File: config.mk
export PLATFORM = sky130hd
export DESIGN_NAME = dac_event_status
export DESIGN_NICKNAME = d
export VERILOG_FILES = /design/src/pkg/dac_event_pkg.sv /design/src/pkg/count_if.sv /design/src/hdl/event_counter.sv /design/src/hdl/dac_event_status.sv
export VERILOG_INCLUDE_DIRS = /design/src /design/src/pkg
export SDC_FILE = /design/constraint.sdc
export NUM_CORES = 1
export LEC_CHECK = 0
export BUFFER_PORTS_ARGS = -buffer_cell sky130_fd_sc_hd__buf_2
export CAP_MARGIN = 20
export CORE_ASPECT_RATIO = 0.5
export CORE_MARGIN = 4
export CORE_UTILIZATION = 60
export DETAILED_ROUTE_END_ITERATION = 10
export GPL_TIMING_DRIVEN = 0
export PLACE_DENSITY = 0.74
export SETUP_SLACK_MARGIN = 0.3
export SYNTH_ARGS = -nofsm -noshare
export SYNTH_HDL_FRONTEND = slang
export SYNTH_HIERARCHICAL = 1
export SYNTH_SLANG_ARGS = --single-unit
export TNS_END_PERCENT = 20
File: constraint.sdc
create_clock -name clk -period 16 [get_ports clk]
set_input_delay 1.6 -clock clk [delete_from_list [all_inputs] [get_ports clk]]
set_output_delay 1.6 -clock clk [all_outputs]
set_load 0.01 [all_outputs]
File: src/pkg/dac_event_defs.svh
// Purpose: Register offsets, field positions and reset values of the event/status block.
// Assumes: 13-bit register address space reached over the serial configuration port.
// Notes:   Definitions only.
`ifndef DAC_EVENT_DEFS_SVH
`define DAC_EVENT_DEFS_SVH

// ----------------------------------------------------------------
// Register offsets
// ----------------------------------------------------------------
`define OFS_CLIP_SAMPLE_COUNT 13'h0001
`define OFS_PARITY_FAULT_COUNT 13'h0002
`define OFS_EVENT_ENABLE_MASK 13'h0003
`define OFS_EVENT_STATUS_CLEAR 13'h0004
`define OFS_CHANNEL_ON_MASK 13'h0005
`define OFS_SUMMING_GAIN 13'h0008

// ----------------------------------------------------------------
// Status and enable bit positions
// ----------------------------------------------------------------
`define BIT_PARITY_FAULT 7
`define BIT_SELF_TEST_DONE 6
`define BIT_PARAM_SET 5
`define BIT_PARAM_CLEARED 4
`define BIT_HANDOFF_ALIGNED 3
`define BIT_HANDOFF_LOST 2
`define BIT_OVERFLOW 1

// ----------------------------------------------------------------
// Masks and reset values
// ----------------------------------------------------------------
`define MASK_EVENT_BITS 8'hFE
`define MASK_STATUS_W1C 8'hF6
`define MASK_CHANNEL_ON 8'h0F
`define RST_EVENT_ENABLE_MASK 8'h00
`define RST_EVENT_STATUS 8'h00
`define RST_CHANNEL_ON_MASK 8'h00
`define RST_SUMMING_GAIN 8'h0D
`define GAIN_FRAC_BITS 6

// ----------------------------------------------------------------
// Serial port framing
// ----------------------------------------------------------------
`define SPI_INSTR_LAST 4'hF
`define SPI_DATA_LAST 4'h7
`define SPI_RW_BIT 14

`endif

File: src/pkg/dac_event_pkg.sv
// Purpose: Types shared by the event/status block.
// Assumes: Constants live in dac_event_defs.svh.
// Notes:   Types only.
package dac_event_pkg;

    typedef enum logic [1:0] {
        SPI_IDLE = 2'b00,
        SPI_INSTR = 2'b01,
        SPI_DATA = 2'b10
    } spi_state_t;

    typedef logic [7:0] reg_byte_t;
    typedef logic [12:0] reg_addr_t;

endpackage

File: src/pkg/count_if.sv
// Purpose: Carries increment, clear and count between the block and one event counter.
// Assumes: Single clock domain.
// Notes:   Owner drives the strobes, the counter returns its value.
`timescale 1ns/1ps
interface count_if #(parameter int W = 8);
    logic inc;
    logic clr;
    logic [W-1:0] count;

    modport owner (output inc, output clr, input count);
    modport counter (input inc, input clr, output count);
endinterface

File: src/hdl/event_counter.sv
// Purpose: Saturating event counter with synchronous clear.
// Assumes: inc and clr are one-cycle strobes in the clk domain.
// Notes:   An increment in the clear cycle is kept, so the count restarts at one.
`timescale 1ns/1ps
module event_counter #(
    parameter int W = 8
) (
    input wire logic clk,
    input wire logic arst_n,
    input wire logic ce,
    count_if.counter cnt
);
    logic [W-1:0] count_r;
    logic at_max;

    assign at_max = &count_r;
    assign cnt.count = count_r;

    always_ff @(posedge clk or negedge arst_n) begin
        if (!arst_n) begin
            count_r <= '0;
        end else if (ce) begin
            if (cnt.clr) begin
                count_r <= cnt.inc ? W'(1) : '0;
            end else if (cnt.inc && !at_max) begin
                count_r <= count_r + W'(1);
            end
        end
    end
endmodule

File: src/hdl/dac_event_status.sv
// Purpose: Event counters, interrupt enable/status, channel enables and summing gain stage
//          behind the serial configuration port.
// Assumes: All pins except arst_n, including the serial clock, are synchronous to clk and far slower.
// Notes:   Serial port is 4-wire, MSB first, 16-bit instruction, streaming with address
//          increment until chip select rises.
//          Byte-count bits of the instruction are ignored; LSB-first is not supported.
`include "dac_event_defs.svh"
`timescale 1ns/1ps
module dac_event_status
    import dac_event_pkg::*;
#(
    parameter int DW = 16,
    parameter int CW = 8
) (
    input wire logic clk,
    input wire logic arst_n,
    input wire logic ce,
    input wire logic spi_cs_n,
    input wire logic spi_sclk,
    input wire logic spi_sdi,
    output logic spi_sdo,
    output logic spi_sdo_oe,
    input wire logic [DW-1:0] sum_sample,
    input wire logic sum_valid,
    output logic [DW-1:0] scaled_sample,
    output logic scaled_valid,
    input wire logic parity_fault_event,
    input wire logic self_test_finished_event,
    input wire logic param_update_set_event,
    input wire logic param_update_cleared_event,
    input wire logic handoff_aligned_event,
    input wire logic handoff_lost_event,
    input wire logic overflow_event,
    output logic [3:0] channel_on,
    output logic irq_n
);
    // ----------------------------------------------------------------
    // Declarations
    // ----------------------------------------------------------------
    spi_state_t spi_st_r;
    logic [3:0] bit_cnt_r;
    logic [15:0] shin_r;
    reg_addr_t addr_r;
    logic rd_r;
    logic sclk_d_r;
    reg_byte_t rd_sh_r;
    logic sdo_r;
    logic sdo_oe_r;

    logic sclk_rise;
    logic sclk_fall;
    logic instr_done;
    logic byte_done;
    reg_addr_t rd_addr;
    reg_byte_t rd_val;
    logic wr_go;
    reg_byte_t wr_data;

    reg_byte_t enable_r;
    reg_byte_t status_r;
    reg_byte_t status_nxt;
    reg_byte_t set_vec;
    reg_byte_t clr_vec;
    reg_byte_t chan_r;
    reg_byte_t gain_r;
    logic irq_n_r;

    logic [DW-1:0] scaled_r;
    logic scaled_valid_r;
    logic clip_r;
    logic [DW+8:0] product;
    logic [DW+2:0] shifted;
    logic over_hi;
    logic over_lo;

    // One interface per counter keeps strobe, clear and value together
    count_if #(.W(CW)) clip_cnt_if ();
    count_if #(.W(CW)) par_cnt_if ();

    // ----------------------------------------------------------------
    // Serial port framing
    // ----------------------------------------------------------------
    // Serial clock edges are found against last cycle's sample, so the host must
    // hold each clock phase for at least one cycle or an edge is lost.
    assign sclk_rise = spi_sclk & ~sclk_d_r;
    assign sclk_fall = ~spi_sclk & sclk_d_r;
    assign instr_done = !spi_cs_n && sclk_rise && (spi_st_r != SPI_DATA) && (bit_cnt_r == `SPI_INSTR_LAST);
    assign byte_done = !spi_cs_n && sclk_rise && (spi_st_r == SPI_DATA) && (bit_cnt_r == `SPI_DATA_LAST);
    assign wr_go = byte_done && !rd_r;
    assign wr_data = {shin_r[6:0], spi_sdi};

    // Address of the byte to preload for a read: the one just named, or the next one
    always_comb begin
        if (spi_st_r == SPI_DATA) begin
            rd_addr = addr_r + 13'h0001;
        end else begin
            rd_addr = {shin_r[11:0], spi_sdi};
        end
    end

    // Chip select low in mode 0 means the clock idles low, so the first rising edge
    // may come in the very cycle after the select falls; idle and instruction share a path.
    always_ff @(posedge clk or negedge arst_n) begin
        if (!arst_n) begin
            spi_st_r <= SPI_IDLE;
            bit_cnt_r <= 4'h0;
            shin_r <= 16'h0000;
            addr_r <= 13'h0000;
            rd_r <= 1'b0;
            sclk_d_r <= 1'b0;
        end else if (ce) begin
            sclk_d_r <= spi_sclk;
            // A rising chip select drops any partial byte and rearms for a new instruction
            if (spi_cs_n) begin
                spi_st_r <= SPI_IDLE;
                bit_cnt_r <= 4'h0;
            end else begin
                case (spi_st_r)
                    SPI_IDLE, SPI_INSTR: begin
                        spi_st_r <= SPI_INSTR;
                        if (sclk_rise) begin
                            shin_r <= {shin_r[14:0], spi_sdi};
                            bit_cnt_r <= bit_cnt_r + 4'h1;
                            if (instr_done) begin
                                rd_r <= shin_r[`SPI_RW_BIT];
                                addr_r <= {shin_r[11:0], spi_sdi};
                                bit_cnt_r <= 4'h0;
                                spi_st_r <= SPI_DATA;
                            end
                        end
                    end
                    SPI_DATA: begin
                        if (sclk_rise) begin
                            shin_r <= {shin_r[14:0], spi_sdi};
                            bit_cnt_r <= bit_cnt_r + 4'h1;
                            if (byte_done) begin
                                bit_cnt_r <= 4'h0;
                                addr_r <= addr_r + 13'h0001;
                            end
                        end
                    end
                    default: begin
                        spi_st_r <= SPI_IDLE;
                    end
                endcase
            end
        end
    end

    // ----------------------------------------------------------------
    // Read path
    // ----------------------------------------------------------------
    // Reads have no side effects; pulse status bits clear only by an explicit write of ones, the aligned bit follows its level.
    // Unmapped addresses read as zero, so software may probe the map safely.
    always_comb begin
        if (rd_addr == `OFS_CLIP_SAMPLE_COUNT) begin
            rd_val = clip_cnt_if.count;
        end else if (rd_addr == `OFS_PARITY_FAULT_COUNT) begin
            rd_val = par_cnt_if.count;
        end else if (rd_addr == `OFS_EVENT_ENABLE_MASK) begin
            rd_val = enable_r;
        end else if (rd_addr == `OFS_EVENT_STATUS_CLEAR) begin
            rd_val = status_r;
        end else if (rd_addr == `OFS_CHANNEL_ON_MASK) begin
            rd_val = chan_r;
        end else if (rd_addr == `OFS_SUMMING_GAIN) begin
            rd_val = gain_r;
        end else begin
            rd_val = 8'h00;
        end
    end

    // Data leaves on falling edges so the host can sample on rising ones
    // Output enable drops in the cycle after chip select rises, never mid-frame
    always_ff @(posedge clk or negedge arst_n) begin
        if (!arst_n) begin
            rd_sh_r <= 8'h00;
            sdo_r <= 1'b0;
            sdo_oe_r <= 1'b0;
        end else if (ce) begin
            if (instr_done || byte_done) begin
                rd_sh_r <= rd_val;
            end else if (sclk_fall && spi_st_r == SPI_DATA && rd_r && !spi_cs_n) begin
                sdo_r <= rd_sh_r[7];
                rd_sh_r <= {rd_sh_r[6:0], 1'b0};
            end
            sdo_oe_r <= !spi_cs_n && spi_st_r == SPI_DATA && rd_r;
        end
    end

    assign spi_sdo = sdo_r;
    assign spi_sdo_oe = sdo_oe_r;

    // ----------------------------------------------------------------
    // Control registers
    // ----------------------------------------------------------------
    // Reserved bits are masked on write, so they always read back zero
    always_ff @(posedge clk or negedge arst_n) begin
        if (!arst_n) begin
            enable_r <= `RST_EVENT_ENABLE_MASK;
        end else if (ce && wr_go && addr_r == `OFS_EVENT_ENABLE_MASK) begin
            enable_r <= wr_data & `MASK_EVENT_BITS;
        end
    end

    always_ff @(posedge clk or negedge arst_n) begin
        if (!arst_n) begin
            chan_r <= `RST_CHANNEL_ON_MASK;
        end else if (ce && wr_go && addr_r == `OFS_CHANNEL_ON_MASK) begin
            chan_r <= wr_data & `MASK_CHANNEL_ON;
        end
    end

    always_ff @(posedge clk or negedge arst_n) begin
        if (!arst_n) begin
            gain_r <= `RST_SUMMING_GAIN;
        end else if (ce && wr_go && addr_r == `OFS_SUMMING_GAIN) begin
            gain_r <= wr_data;
        end
    end

    // ----------------------------------------------------------------
    // Event status
    // ----------------------------------------------------------------
    // Pulse events latch here; the aligned bit is copied as a level instead
    always_comb begin
        set_vec = 8'h00;
        set_vec[`BIT_PARITY_FAULT] = parity_fault_event;
        set_vec[`BIT_SELF_TEST_DONE] = self_test_finished_event;
        set_vec[`BIT_PARAM_SET] = param_update_set_event;
        set_vec[`BIT_PARAM_CLEARED] = param_update_cleared_event;
        set_vec[`BIT_HANDOFF_LOST] = handoff_lost_event;
        set_vec[`BIT_OVERFLOW] = overflow_event;
        set_vec = set_vec & enable_r;
        clr_vec = 8'h00;
        if (wr_go && addr_r == `OFS_EVENT_STATUS_CLEAR) begin
            clr_vec = wr_data & `MASK_STATUS_W1C;
        end
        // A new event in the clearing cycle survives the clear
        status_nxt = (status_r & ~clr_vec) | set_vec;
        status_nxt[`BIT_HANDOFF_ALIGNED] = handoff_aligned_event;
        status_nxt[0] = 1'b0;
    end

    always_ff @(posedge clk or negedge arst_n) begin
        if (!arst_n) begin
            status_r <= `RST_EVENT_STATUS;
        end else if (ce) begin
            status_r <= status_nxt;
        end
    end

    // Aligned bit is a live level, so it keeps the pin low while enabled and aligned
    // Taken from registered status, so the pin lags an event by two cycles
    always_ff @(posedge clk or negedge arst_n) begin
        if (!arst_n) begin
            irq_n_r <= 1'b1;
        end else if (ce) begin
            irq_n_r <= ~|(status_r & enable_r);
        end
    end

    assign irq_n = irq_n_r;
    assign channel_on = chan_r[3:0];

    // ----------------------------------------------------------------
    // Summing gain stage with clip detection
    // ----------------------------------------------------------------
    // Gain reaches almost 4, so three guard bits above the sample width catch every overrange
    // Clipping instead of wrapping keeps an overdriven carrier from flipping sign
    assign product = $signed(sum_sample) * $signed({1'b0, gain_r});
    assign shifted = product[DW+8:`GAIN_FRAC_BITS];
    assign over_hi = !shifted[DW+2] && (shifted[DW+1:DW-1] != 3'h0);
    assign over_lo = shifted[DW+2] && (shifted[DW+1:DW-1] != 3'h7);

    always_ff @(posedge clk or negedge arst_n) begin
        if (!arst_n) begin
            scaled_r <= '0;
            scaled_valid_r <= 1'b0;
            clip_r <= 1'b0;
        end else if (ce) begin
            scaled_valid_r <= sum_valid;
            clip_r <= sum_valid && (over_hi || over_lo);
            if (sum_valid) begin
                if (over_hi) begin
                    scaled_r <= {1'b0, {(DW-1){1'b1}}};
                end else if (over_lo) begin
                    scaled_r <= {1'b1, {(DW-1){1'b0}}};
                end else begin
                    scaled_r <= shifted[DW-1:0];
                end
            end
        end
    end

    assign scaled_sample = scaled_r;
    assign scaled_valid = scaled_valid_r;

    // ----------------------------------------------------------------
    // Event counters
    // ----------------------------------------------------------------
    // Counts and clears ignore the enable mask, so they work with interrupts off
    assign clip_cnt_if.inc = clip_r;
    assign clip_cnt_if.clr = wr_go && addr_r == `OFS_EVENT_STATUS_CLEAR && wr_data[`BIT_OVERFLOW];
    assign par_cnt_if.inc = parity_fault_event;
    assign par_cnt_if.clr = wr_go && addr_r == `OFS_EVENT_STATUS_CLEAR && wr_data[`BIT_PARITY_FAULT];

    event_counter #(.W(CW)) clip_counter (
        .clk(clk),
        .arst_n(arst_n),
        .ce(ce),
        .cnt(clip_cnt_if)
    );

    event_counter #(.W(CW)) parity_counter (
        .clk(clk),
        .arst_n(arst_n),
        .ce(ce),
        .cnt(par_cnt_if)
    );

endmodule

==> flow_metrics.tcl, run 1 <==
set metrics [dict create \
    multi_input_comb_area_um2 6830 \
    ir_worst_vdd_uv 62.3 \
    r2r-end "scaled_sample[9]$_DFFE_PN0P_" \
    synth_top_area_share_pct 25.0 \
    remaining_drc_errors 0 \
    worstHoldPathType "reg2reg" \
    cp_cell_sequence "clkbuf_1 -> clkbuf_1 -> nand2_1 -> fa_1 -> inv_1 -> fa_1 -> inv_1 -> fa_1 -> inv_1 -> fa_1 -> ha_1 -> o21a_1 -> o21ai_0 -> a211oi_1 -> o21ai_1 -> a21oi_1 -> o31a_1 -> o21ai_1 -> clkbuf_1 -> a21oi_1 -> o21ai_2" \
    synth_simple_gate_area_share_pct 18.8 \
    dpl-instance-area_um2 10900 \
    worstSetupPathType "reg2reg" \
    cts_root_buffer "sky130_fd_sc_hd__clkbuf_16" \
    cts_buffer_depth 2 \
    synth.area.mux_share_pct 4.73 \
    cts_setup_buffers 0 \
    synth_seq_cells 107 \
    post_route_cells_drive_above_1_share_pct 12.9 \
    global_route_wire_length_before_repair_um 43000 \
    die_y_um 101 \
    route.detailed.wl_per_inst_um 17.4 \
    place_congestion 0.892 \
    critical_path.startpoint_type "register" \
    routed-via-count 8391 \
    groute.layer.met2.usage_pct 46.7 \
    clock_skew_ns 0.0156 \
    fin_worst_hold_slack_ns 0.482 \
    skew_pair_late_insertion_delay_ns 0.36 \
    top_level_ports 54 \
    dominant_combinational_cell_family_by_area_after_synthesis "adder cells" \
    synth_async_sr_flop_share_pct 100 \
    outcome "finished clean" \
    clock_transition_time_at_the_flip_flop_clock_pins_of_the_worst_setup_and_hold_paths_ns 0.09 \
    rsz0062_at_grt "false" \
    worst-path-max-fanout 10 \
    core_um2 16600 \
    global_route.peak_usage_layer "met2" \
    netlist_top_cells_count "sky130_fd_sc_hd__inv_1 (163), sky130_fd_sc_hd__nand2_1 (150), sky130_fd_sc_hd__dfrtp_1 (103)" \
    fillers 1398 \
    leakage_nw 5.60 \
    pin_count_of_the_biggest_net_entering_global_routing 62 \
    rows 33 \
    ant_nets 0 \
    period_minus_slack_ns 6.69 \
    tritoncts_clock_tree "built" \
    die-area_um2 19500 \
    yosysSeqAreaShare_pct 26.0 \
    yosys.area_share.xor_xnor_pct 2.56 \
    synth-compound-area-share_pct 14.2 \
    gate_count_post_synth 1134 \
    crit_path_end_kind "register" \
    timing.final.setup_violations 0 \
    cts-htree-levels 3 \
    worst_path_most_repeated_cell "sky130_fd_sc_hd__fa_1" \
    setup_tns_ns 0 \
    critPathBufInv 6 \
    timing.critical_path.required_ns 16.29 \
    holdBufCountCts 0 \
    worstSetupStartpoint "gain_r[2]$_DFFE_PN1P_" \
    timing.reg2reg.worst_path_depth 21 \
    grt_antenna_before_repair 0 \
    critical_path.max_stage_delay_ns 0.59 \
    min_period_over_period_pct 41.8 \
    port_buffers 51 \
    cap_violations 0 \
    drt_wl_total_um 24800 \
    dominantRegCellSynth "sky130_fd_sc_hd__dfrtp_1" \
    floorplan.initialDensity_pct 62.2 \
    post_route_core_utilization_pct 67.5 \
    synthDominantAreaCellType "sky130_fd_sc_hd__dfrtp_1" \
    clock_sink_count 107 \
    post_synth_fa_ha_maj_area_fraction_pct 25.9 \
    first_global_vias 8722 \
    timing_hold_violations_final 0 \
    yosys_warnings 6 \
    total_iterations_of_the_first_detailed_routing_run 7 \
    synth-edff-count 0 \
    post-synth-top-count-cell "sky130_fd_sc_hd__inv_1" \
    final_area_um2 11200 \
    synthesis.area_um2 10300 \
    grt_overflow_total 0 \
    tightest_slew_ns 0.697 \
    chipWidth_um 193 \
    dp_hpwl_um 19200 \
    numCtsBuffers 9 \
    worst_hold_stages 2 \
    timing.slew.headroom_pct 53.6 \
    post_synth.cell_area_avg_um2 9.10 \
    cp_num_cells 21 \
    cts_resized 0 \
    final-max-slew-violation-count 0 \
    number_of_design_rule_violations_left_by_the_first_detailed_router_iteration 549 \
    global_route.usage.total_pct 26.9 \
    layout.area.seq_um2 2680 \
    yosys.cell_types.count 75 \
    grt_use_met3_pct 3.61 \
    worst_ep_arrival_time_ns 6.98 \
    synth_top_cells_by_area "sky130_fd_sc_hd__dfrtp_1 (25%), sky130_fd_sc_hd__fa_1 (20%), sky130_fd_sc_hd__ha_1 (6.3%)" \
    setup.worst_path.end "scaled_sample[9]$_DFFE_PN0P_" \
    achievable-frequency_mhz 149 \
    timing.rr.start "gain_r[2]$_DFFE_PN1P_" \
    p_per_area_nw_per_um2 58.7 \
    detail_route.vias_per_cell 5.87 \
    p_total_mw 0.657 \
    worst_path_dominant_cell_family "adder cells" \
    met1_track_demand_over_resource_pct 36.2 \
    mappedNetlistNets 1317 \
    area_added_between_synthesis_and_finish_pct 8.56 \
    design.final.nets 1380 \
    worst-r2r-setup-slack_ns 9.31 \
    critical_path.slowest_cell "sky130_fd_sc_hd__fa_1" \
]
## area by class of cell
| cell class | instances | share of cell area (%) |
|---|---|---|
| Buffer | 44 | 1.75 |
| Inverter | 163 | 5.46 |
| Tap cell | 227 | 2.53 |
| Multi-Input combinational cell | 820 | 61.0 |
| Clock buffer | 9 | 2.01 |
| Clock inverter | 7 | 0.771 |
| Antenna cell | 1 | 0.0223 |
| Sequential cell | 107 | 23.9 |
| Timing Repair Buffer | 52 | 2.55 |
## kinds of logic after synthesis
family          after synthesis
flops                       107
buf+inv                     207
mux                          44
simple gates                383
compound gates              212
fa+ha+maj                   153
xor+xnor                     28
## power by group
| part | leakage [nW] | switching, mW | internal, mW |
|---|---|---|---|
| combinational | 4.02 | 0.0567 | 0.0399 |
| clock | 0.151 | 0.118 | 0.113 |
| sequential | 1.43 | 0.0363 | 0.293 |
## cells in the final DEF (no fill, tap or decap), types with 35 or more instances in the layout
cell type / synthesis / layout
sky130_fd_sc_hd__ha_1: 52 / 52
sky130_fd_sc_hd__nand2_1: 150 / 150
sky130_fd_sc_hd__nor2_1: 53 / 53
sky130_fd_sc_hd__a21oi_1: 65 / 65
sky130_fd_sc_hd__inv_1: 163 / 163
sky130_fd_sc_hd__and2_1: 68 / 68
sky130_fd_sc_hd__clkbuf_1: 35 / 35
sky130_fd_sc_hd__dfrtp_1: 103 / 103
sky130_fd_sc_hd__buf_2: 4 / 54
sky130_fd_sc_hd__fa_1: 101 / 101
sky130_fd_sc_hd__mux2_2: 38 / 38
## worst min path at each step
stage,slack (ns),start,endpoint
floorplan,0.46,rd_sh_r[0]$_DFFE_PN0P_,rd_sh_r[0]$_DFFE_PN0P_
global placement,0.46,scaled_sample[14]$_DFFE_PN0P_,scaled_sample[14]$_DFFE_PN0P_
detailed placement,0.47,scaled_sample[7]$_DFFE_PN0P_,scaled_sample[7]$_DFFE_PN0P_
CTS,0.49,scaled_sample[14]$_DFFE_PN0P_,scaled_sample[14]$_DFFE_PN0P_
global route,0.51,scaled_sample[14]$_DFFE_PN0P_,scaled_sample[14]$_DFFE_PN0P_
finish,0.48,scaled_sample[14]$_DFFE_PN0P_,scaled_sample[14]$_DFFE_PN0P_
## tightest hold or removal path, stage by stage, from the launching register on
cell and delay, ns:
sky130_fd_sc_hd__dfrtp_1 0.34, sky130_fd_sc_hd__nand2_1 0.06, sky130_fd_sc_hd__o21ai_2 0.05
## state kept, by name (all words and copies together), names as in the netlist, 2 cells and up
register and flops:
clip_counter/cnt.count 8, bit_cnt_r 4, chan_r 4, enable_r 7, rd_sh_r 8, spi_st_r 2, gain_r 8, parity_counter/cnt.count 8
addr_r 13, shin_r 15, scaled_sample 16, status_r 7
## metrics by stage
stage,instances,setup slack [ns]
finish,1430,9.31
global route,1429,8.83
CTS,1429,9.33
detailed placement,1413,9.06
global placement,1412,9.10
floorplan,1134,9.68
## layer usage
metal	up-vias	part of all wire (%)
li1	3889	-
met1	4183	44
met2	264	48
met3	55	5.2
met4	0	2.4
met5	-	0
Note: power is estimated with default switching activity, not from simulation.
==> run 2: changes to the inputs <==
CORE_UTILIZATION = 57   (was 60)
clock period = 5.8 ns   (was 16 ns; I/O delays follow)
==> run 2 against run 1 <==
  * Maximum frequency up 22%
  * Critical path depth unchanged
  * Wire length up 5.1%
  * First-iteration DRC count down 5.8%
  * Count of clock-buffer cells in the layout unchanged
  * Hold slack worse by 0.22 ns
  * Clock skew up 0.0028 ns
  * Die area up 4.9%
  * Sequential share of layout area down 1.1 points
  * Non-clock buffer count up 31
  * Flip-flop and latch count unchanged
  * Critical path type unchanged
  * Highest routed layer unchanged
==> flow_metrics.tcl, run 2 (synthesis gave the netlist of run 1 again) <==
set metrics [dict create \
    timing.slew.headroom_pct 52.0 \
    worst_ep_arrival_time_ns 5.75 \
    place_congestion 0.894 \
    numCtsBuffers 9 \
    largest_reg_flops 16 \
    floorplan.initialDensity_pct 58.7 \
    drt_wl_total_um 26100 \
    crit_path_end_kind "register" \
    leakage_nw 5.81 \
    port_buffers 51 \
    most-common-layout-cells "sky130_fd_sc_hd__inv_1 (156), sky130_fd_sc_hd__nand2_1 (146), sky130_fd_sc_hd__fa_1 (100), sky130_fd_sc_hd__dfrtp_1 (99), sky130_fd_sc_hd__and2_1 (68)" \
    worst-path-max-fanout 8 \
    critical_path.startpoint_type "register" \
    achievable-frequency_mhz 182 \
    total_iterations_of_the_first_detailed_routing_run 5 \
    setup_tns_ns 0 \
    worstHoldPathType "in2async" \
    post_place_setup_slack_ns -0.540 \
    route.detailed.wl_per_inst_um 17.8 \
    setup.worst_path.end "scaled_sample[13]$_DFFE_PN0P_" \
    post_route_cells_drive_above_1_share_pct 19.4 \
    skew_pair_late_insertion_delay_ns 0.35 \
    worst-r2r-setup-slack_ns 0.31 \
    clock_skew_ns 0.0184 \
    global_route_wire_length_before_repair_um 43500 \
    area_added_between_synthesis_and_finish_pct 14.2 \
    routed-via-count 8575 \
    clock_transition_time_at_the_flip_flop_clock_pins_of_the_worst_setup_and_hold_paths_ns 0.08 \
    detail_route.vias_per_cell 5.85 \
    number_of_design_rule_violations_left_by_the_first_detailed_router_iteration 517 \
    first_global_vias 8903 \
    die_y_um 103 \
    cts-htree-levels 3 \
    tritoncts_clock_tree "built" \
    cap_violations 0 \
    remaining_drc_errors 0 \
    grt_overflow_total 0 \
    cts_root_buffer "sky130_fd_sc_hd__clkbuf_16" \
    final_common_cell "sky130_fd_sc_hd__inv_1" \
    outcome "finished clean" \
    tightest_slew_ns 0.720 \
    fillers 1419 \
    grt_antenna_before_repair 0 \
    period_minus_slack_ns 5.49 \
    timing_hold_violations_final 0 \
    design.final.nets 1411 \
    r2r-end "scaled_sample[13]$_DFFE_PN0P_" \
    clock_sink_count 107 \
    ir_worst_vdd_uv 144 \
    p_per_area_nw_per_um2 155 \
    die-area_um2 20500 \
    rsz0062_at_grt "true" \
    final-max-slew-violation-count 0 \
    chipWidth_um 198 \
    core_um2 17600 \
    worstSetupStartpoint "gain_r[0]$_DFFE_PN1P_" \
    rows 34 \
    ant_nets 0 \
    n_antenna_cell 0 \
    top_level_ports 54 \
    worstSetupPathType "reg2reg" \
    cts_buffer_depth 2 \
    min_period_over_period_pct 94.7 \
    timing.final.setup_violations 0 \
    timing.rr.start "gain_r[0]$_DFFE_PN1P_" \
    timing.reg2reg.worst_path_depth 21 \
    timing.critical_path.required_ns 6.06 \
    pin_count_of_the_biggest_net_entering_global_routing 56 \
    setup_slack_ns 0.307 \
    dp_hpwl_um 19300 \
    global_route.usage.total_pct 26.6 \
]
run 2: power by group:
group          switching (mW)  internal (mW)  total (mW)
clock network           0.305          0.346       0.651
registers              0.0998          0.808       0.908
logic                   0.156          0.111       0.267
run 2: worst max-delay path, cell delays in order (launching register included):
cell and delay (ns):
sky130_fd_sc_hd__dfstp_2 0.54, sky130_fd_sc_hd__buf_8 0.12, sky130_fd_sc_hd__clkbuf_16 0.15, sky130_fd_sc_hd__nand2_1 0.08
sky130_fd_sc_hd__fa_1 0.54, sky130_fd_sc_hd__inv_1 0.05, sky130_fd_sc_hd__fa_1 0.46, sky130_fd_sc_hd__fa_1 0.53
sky130_fd_sc_hd__inv_1 0.06, sky130_fd_sc_hd__fa_1 0.52, sky130_fd_sc_hd__inv_2 0.06, sky130_fd_sc_hd__ha_4 0.21
sky130_fd_sc_hd__a21o_1 0.19, sky130_fd_sc_hd__a21oi_2 0.18, sky130_fd_sc_hd__o311a_4 0.26, sky130_fd_sc_hd__o211ai_4 0.09
sky130_fd_sc_hd__a2111oi_4 0.45, sky130_fd_sc_hd__o31ai_4 0.15, sky130_fd_sc_hd__xnor2_4 0.34, sky130_fd_sc_hd__nor3_2 0.10
sky130_fd_sc_hd__buf_4 0.16, sky130_fd_sc_hd__nor3_1 0.18
run 2: routing by layer:
layer | vias up | global-route usage [%] | part of all wire (%)
met4 | 0 | 6.93 | 2.1
li1 | 3947 | - | -
met1 | 4319 | 34.1 | 43
met2 | 255 | 47.6 | 50
met5 | - | 0 | 0
met3 | 54 | 4.37 | 5.2
run 2: stage by stage:
step | instance area, um2 | power, mW | utilization, % | cells | hold WS, ns
after floorplan | 10300 | 1.06 | - | 1134 | 0.284
after global placement | 10900 | 1.17 | 61.9 | 1419 | 0.459
after detailed placement | 10900 | 1.18 | 62.1 | 1420 | 0.464
after CTS | 11500 | 1.83 | 65.4 | 1451 | 0.285
after global routing | 11800 | 1.90 | 67.1 | 1467 | 0.318
final | 11800 | 1.83 | 67.1 | 1467 | 0.260
run 2: area by class of cell:
| class | count | area [um2] | area share [%] |
|---|---|---|---|
| multi-input cells | 820 | 7050 | 59.8 |
| flip-flops and latches | 107 | 2690 | 22.8 |
| inverters | 163 | 612 | 5.19 |
| repair buffers | 83 | 523 | 4.44 |
| plain buffers | 44 | 307 | 2.60 |
| well taps | 234 | 293 | 2.48 |
| clock buffers | 9 | 225 | 1.91 |
| clock inverters | 7 | 92.6 | 0.785 |
run 2: worst min path at each step:
stage | start | endpoint | cells past startpoint
final | arst_n | addr_r[10]$_DFFE_PN0P_ | 1
after CTS | arst_n | addr_r[10]$_DFFE_PN0P_ | 1
after detailed placement | scaled_sample[6]$_DFFE_PN0P_ | scaled_sample[6]$_DFFE_PN0P_ | 2
after global routing | arst_n | addr_r[10]$_DFFE_PN0P_ | 1
after floorplan | arst_n | addr_r[0]$_DFFE_PN0P_ | 0
after global placement | scaled_sample[14]$_DFFE_PN0P_ | scaled_sample[14]$_DFFE_PN0P_ | 2
run 2: timing repair:
| action | 4_1_cts | 5_1_grt |
|---|---|---|
| hold buffers | 0 | 0 |
| resized for setup | 34 | 52 |
| gates cloned | 0 | 2 |
| setup buffers | 15 | 14 |
| pin swaps | 14 | 28 |
| setup endpoints to repair | 17 | 17 |
==> run 3: changes to the inputs <==
CORE_ASPECT_RATIO = unset   (was 0.5)
==> run 3 against run 2 <==
  * Clock power rose by 3.1%
  * Final area is 0.30% higher
  * Critical path type unchanged
  * Largest power group unchanged
  * Count of clock-buffer cells in the layout rose by 1
==> flow_metrics.tcl, run 3 (synthesis gave the netlist of run 1 again) <==
set metrics [dict create \
    multi_input_comb_area_um2 7040 \
    worstHoldPathType "in2async" \
    cts-htree-levels 3 \
    p_per_area_nw_per_um2 157 \
    global_route.usage.total_pct 25.9 \
    ant_nets 0 \
    worst_ep_arrival_time_ns 5.73 \
    post_route_cells_drive_above_1_share_pct 19.5 \
    number_of_design_rule_violations_left_by_the_first_detailed_router_iteration 644 \
    net-switching-power_mw 0.549 \
    critical_path.startpoint_type "register" \
    global_route_wire_length_before_repair_um 42400 \
    layout.area.seq_um2 2690 \
    place_congestion 0.893 \
    timing.final.setup_violations 0 \
    fillers 1411 \
    setup_slack_ns 0.301 \
    routed-via-count 8608 \
    post_place_setup_slack_ns -0.441 \
    chipWidth_um 143 \
    route.detailed.wl_per_inst_um 17.5 \
    crit_path_end_kind "register" \
    critical_path.max_stage_delay_ns 0.54 \
    detail_route.vias_per_cell 5.90 \
    power_frac_comb_pct 14.5 \
    cts_buffer_depth 2 \
    final-max-slew-violation-count 0 \
    clock_power_share_pct 36.2 \
    internal_power_summed_over_all_cells_mw 1.30 \
    worst_path_most_repeated_cell "sky130_fd_sc_hd__fa_1" \
    min_period_over_period_pct 94.8 \
    ir_worst_vdd_uv 166 \
    cap_violations 0 \
    core_um2 17500 \
    fin_worst_hold_slack_ns 0.265 \
    clock_sink_count 107 \
    tightest_slew_ns 0.727 \
    seqPwrFrac_pct 49.3 \
    top_level_ports 54 \
    rows 48 \
    period_minus_slack_ns 5.50 \
    achievable-frequency_mhz 182 \
    n_antenna_cell 0 \
    cts_root_buffer "sky130_fd_sc_hd__clkbuf_16" \
    tritoncts_clock_tree "built" \
    leakage_nw 5.84 \
    timing.slew.headroom_pct 51.6 \
    most-common-layout-cells "sky130_fd_sc_hd__inv_1 (153), sky130_fd_sc_hd__nand2_1 (145), sky130_fd_sc_hd__dfrtp_1 (101), sky130_fd_sc_hd__fa_1 (99), sky130_fd_sc_hd__and2_1 (68)" \
    numCtsBuffers 9 \
    die_y_um 143 \
    power_switching_share_pct 29.6 \
    total_iterations_of_the_first_detailed_routing_run 6 \
    setup_tns_ns 0 \
    timing_hold_violations_final 0 \
    dp_hpwl_um 18700 \
    rsz0062_at_grt "true" \
    floorplan.initialDensity_pct 58.9 \
    first_global_vias 8600 \
    clock_transition_time_at_the_flip_flop_clock_pins_of_the_worst_setup_and_hold_paths_ns 0.07 \
    outcome "finished clean" \
    area_added_between_synthesis_and_finish_pct 14.5 \
    final_common_cell "sky130_fd_sc_hd__inv_1" \
    drt_wl_total_um 25600 \
    timing.critical_path.required_ns 6.04 \
    design.final.nets 1413 \
    pin_count_of_the_biggest_net_entering_global_routing 56 \
    die-area_um2 20300 \
    skew_pair_late_insertion_delay_ns 0.35 \
    worstSetupPathType "reg2reg" \
    worst-path-max-fanout 8 \
    cp_cell_sequence "buf_8 -> buf_4 -> buf_6 -> nand2_2 -> fa_1 -> inv_1 -> fa_1 -> fa_1 -> inv_2 -> fa_1 -> inv_2 -> ha_4 -> and3_1 -> nand2_1 -> o311a_4 -> o211ai_4 -> a2111oi_4 -> o31ai_4 -> xnor2_4 -> buf_12 -> buf_6 -> a311o_1" \
    grt_antenna_before_repair 0 \
    remaining_drc_errors 0 \
    critical_path.slowest_cell "sky130_fd_sc_hd__dfstp_2" \
    port_buffers 51 \
    largest_reg_flops 16 \
    grt_overflow_total 0 \
    clock_skew_ns 0.00877 \
]
[run 3: cell type report]
class	instances	area share, %
clock inverter	6	0.794
timing repair buffer	85	4.85
tap	225	2.38
multi-input combinational	820	59.5
buffer	44	2.61
inverter	163	5.18
sequential	107	22.7
clock buffer	10	1.94
[run 3: per-stage QoR]
stage	power (mW)	util (%)	instances	instance area (um2)
floorplan	1.06	-	1134	10300
global placement	1.17	62.0	1410	10900
detailed placement	1.18	62.1	1411	10900
CTS	1.85	65.4	1438	11500
global route	1.93	67.4	1460	11800
finish	1.85	67.4	1460	11800
[run 3: worst max-delay path, delay by kind of cell, from the launching register on]
kind	cells	cell delay [ns]
and+or+nand+nor	3	0.36
xor gates and xnor gates	1	0.17
AOI/OAI and AO/OA	5	1.30
adders and majority gates	5	2.27
DFF	1	0.54
buffers and inverters	8	0.76
[run 3: worst paths after layout]
check	slack (ns)	cells past startpoint	startpoint	endpoint
worst min-delay path	0.27	1	arst_n	parity_counter/cnt.count[3]$_DFFE_PN0P_
worst max-delay path	0.30	22	gain_r[0]$_DFFE_PN1P_	clip_cnt_if.inc$_DFFE_PN0P_
worst max register to register	0.30	22	gain_r[0]$_DFFE_PN1P_	clip_cnt_if.inc$_DFFE_PN0P_
max in group asynchronous	4.79	2	arst_n	irq_n$_DFFE_PN1P_
min in group clk	0.45	3	handoff_aligned_event	status_r[3]$_DFFE_PN0P_
worst min register to register	0.47	2	irq_n$_DFFE_PN1P_	irq_n$_DFFE_PN1P_
[run 3: repair_timing]
action,CTS,global route
buffers inserted,11,19
pin swaps,13,34
gates cloned,0,3
resized for setup,37,53
hold buffers,0,0
endpoints found under the setup margin,17,17
[run 3: power groups by stage]
stage                     Combinational, mW  Clock [mW]  Sequential (mW)
after global placement                0.253           0            0.921
final                                 0.268       0.671            0.913
after floorplan                       0.180           0            0.880
after CTS                             0.264       0.680            0.909
after detailed placement              0.261           0            0.923
after global routing                  0.299       0.713            0.921
[run 3: metal layers]
metal	GRT usage, %	vias up	routed length [um]
met1	36.7	4303	10900
met3	4.57	56	1720
met2	40.7	290	12200
met4	8.30	0	758
met5	0	-	0
li1	-	3959	-
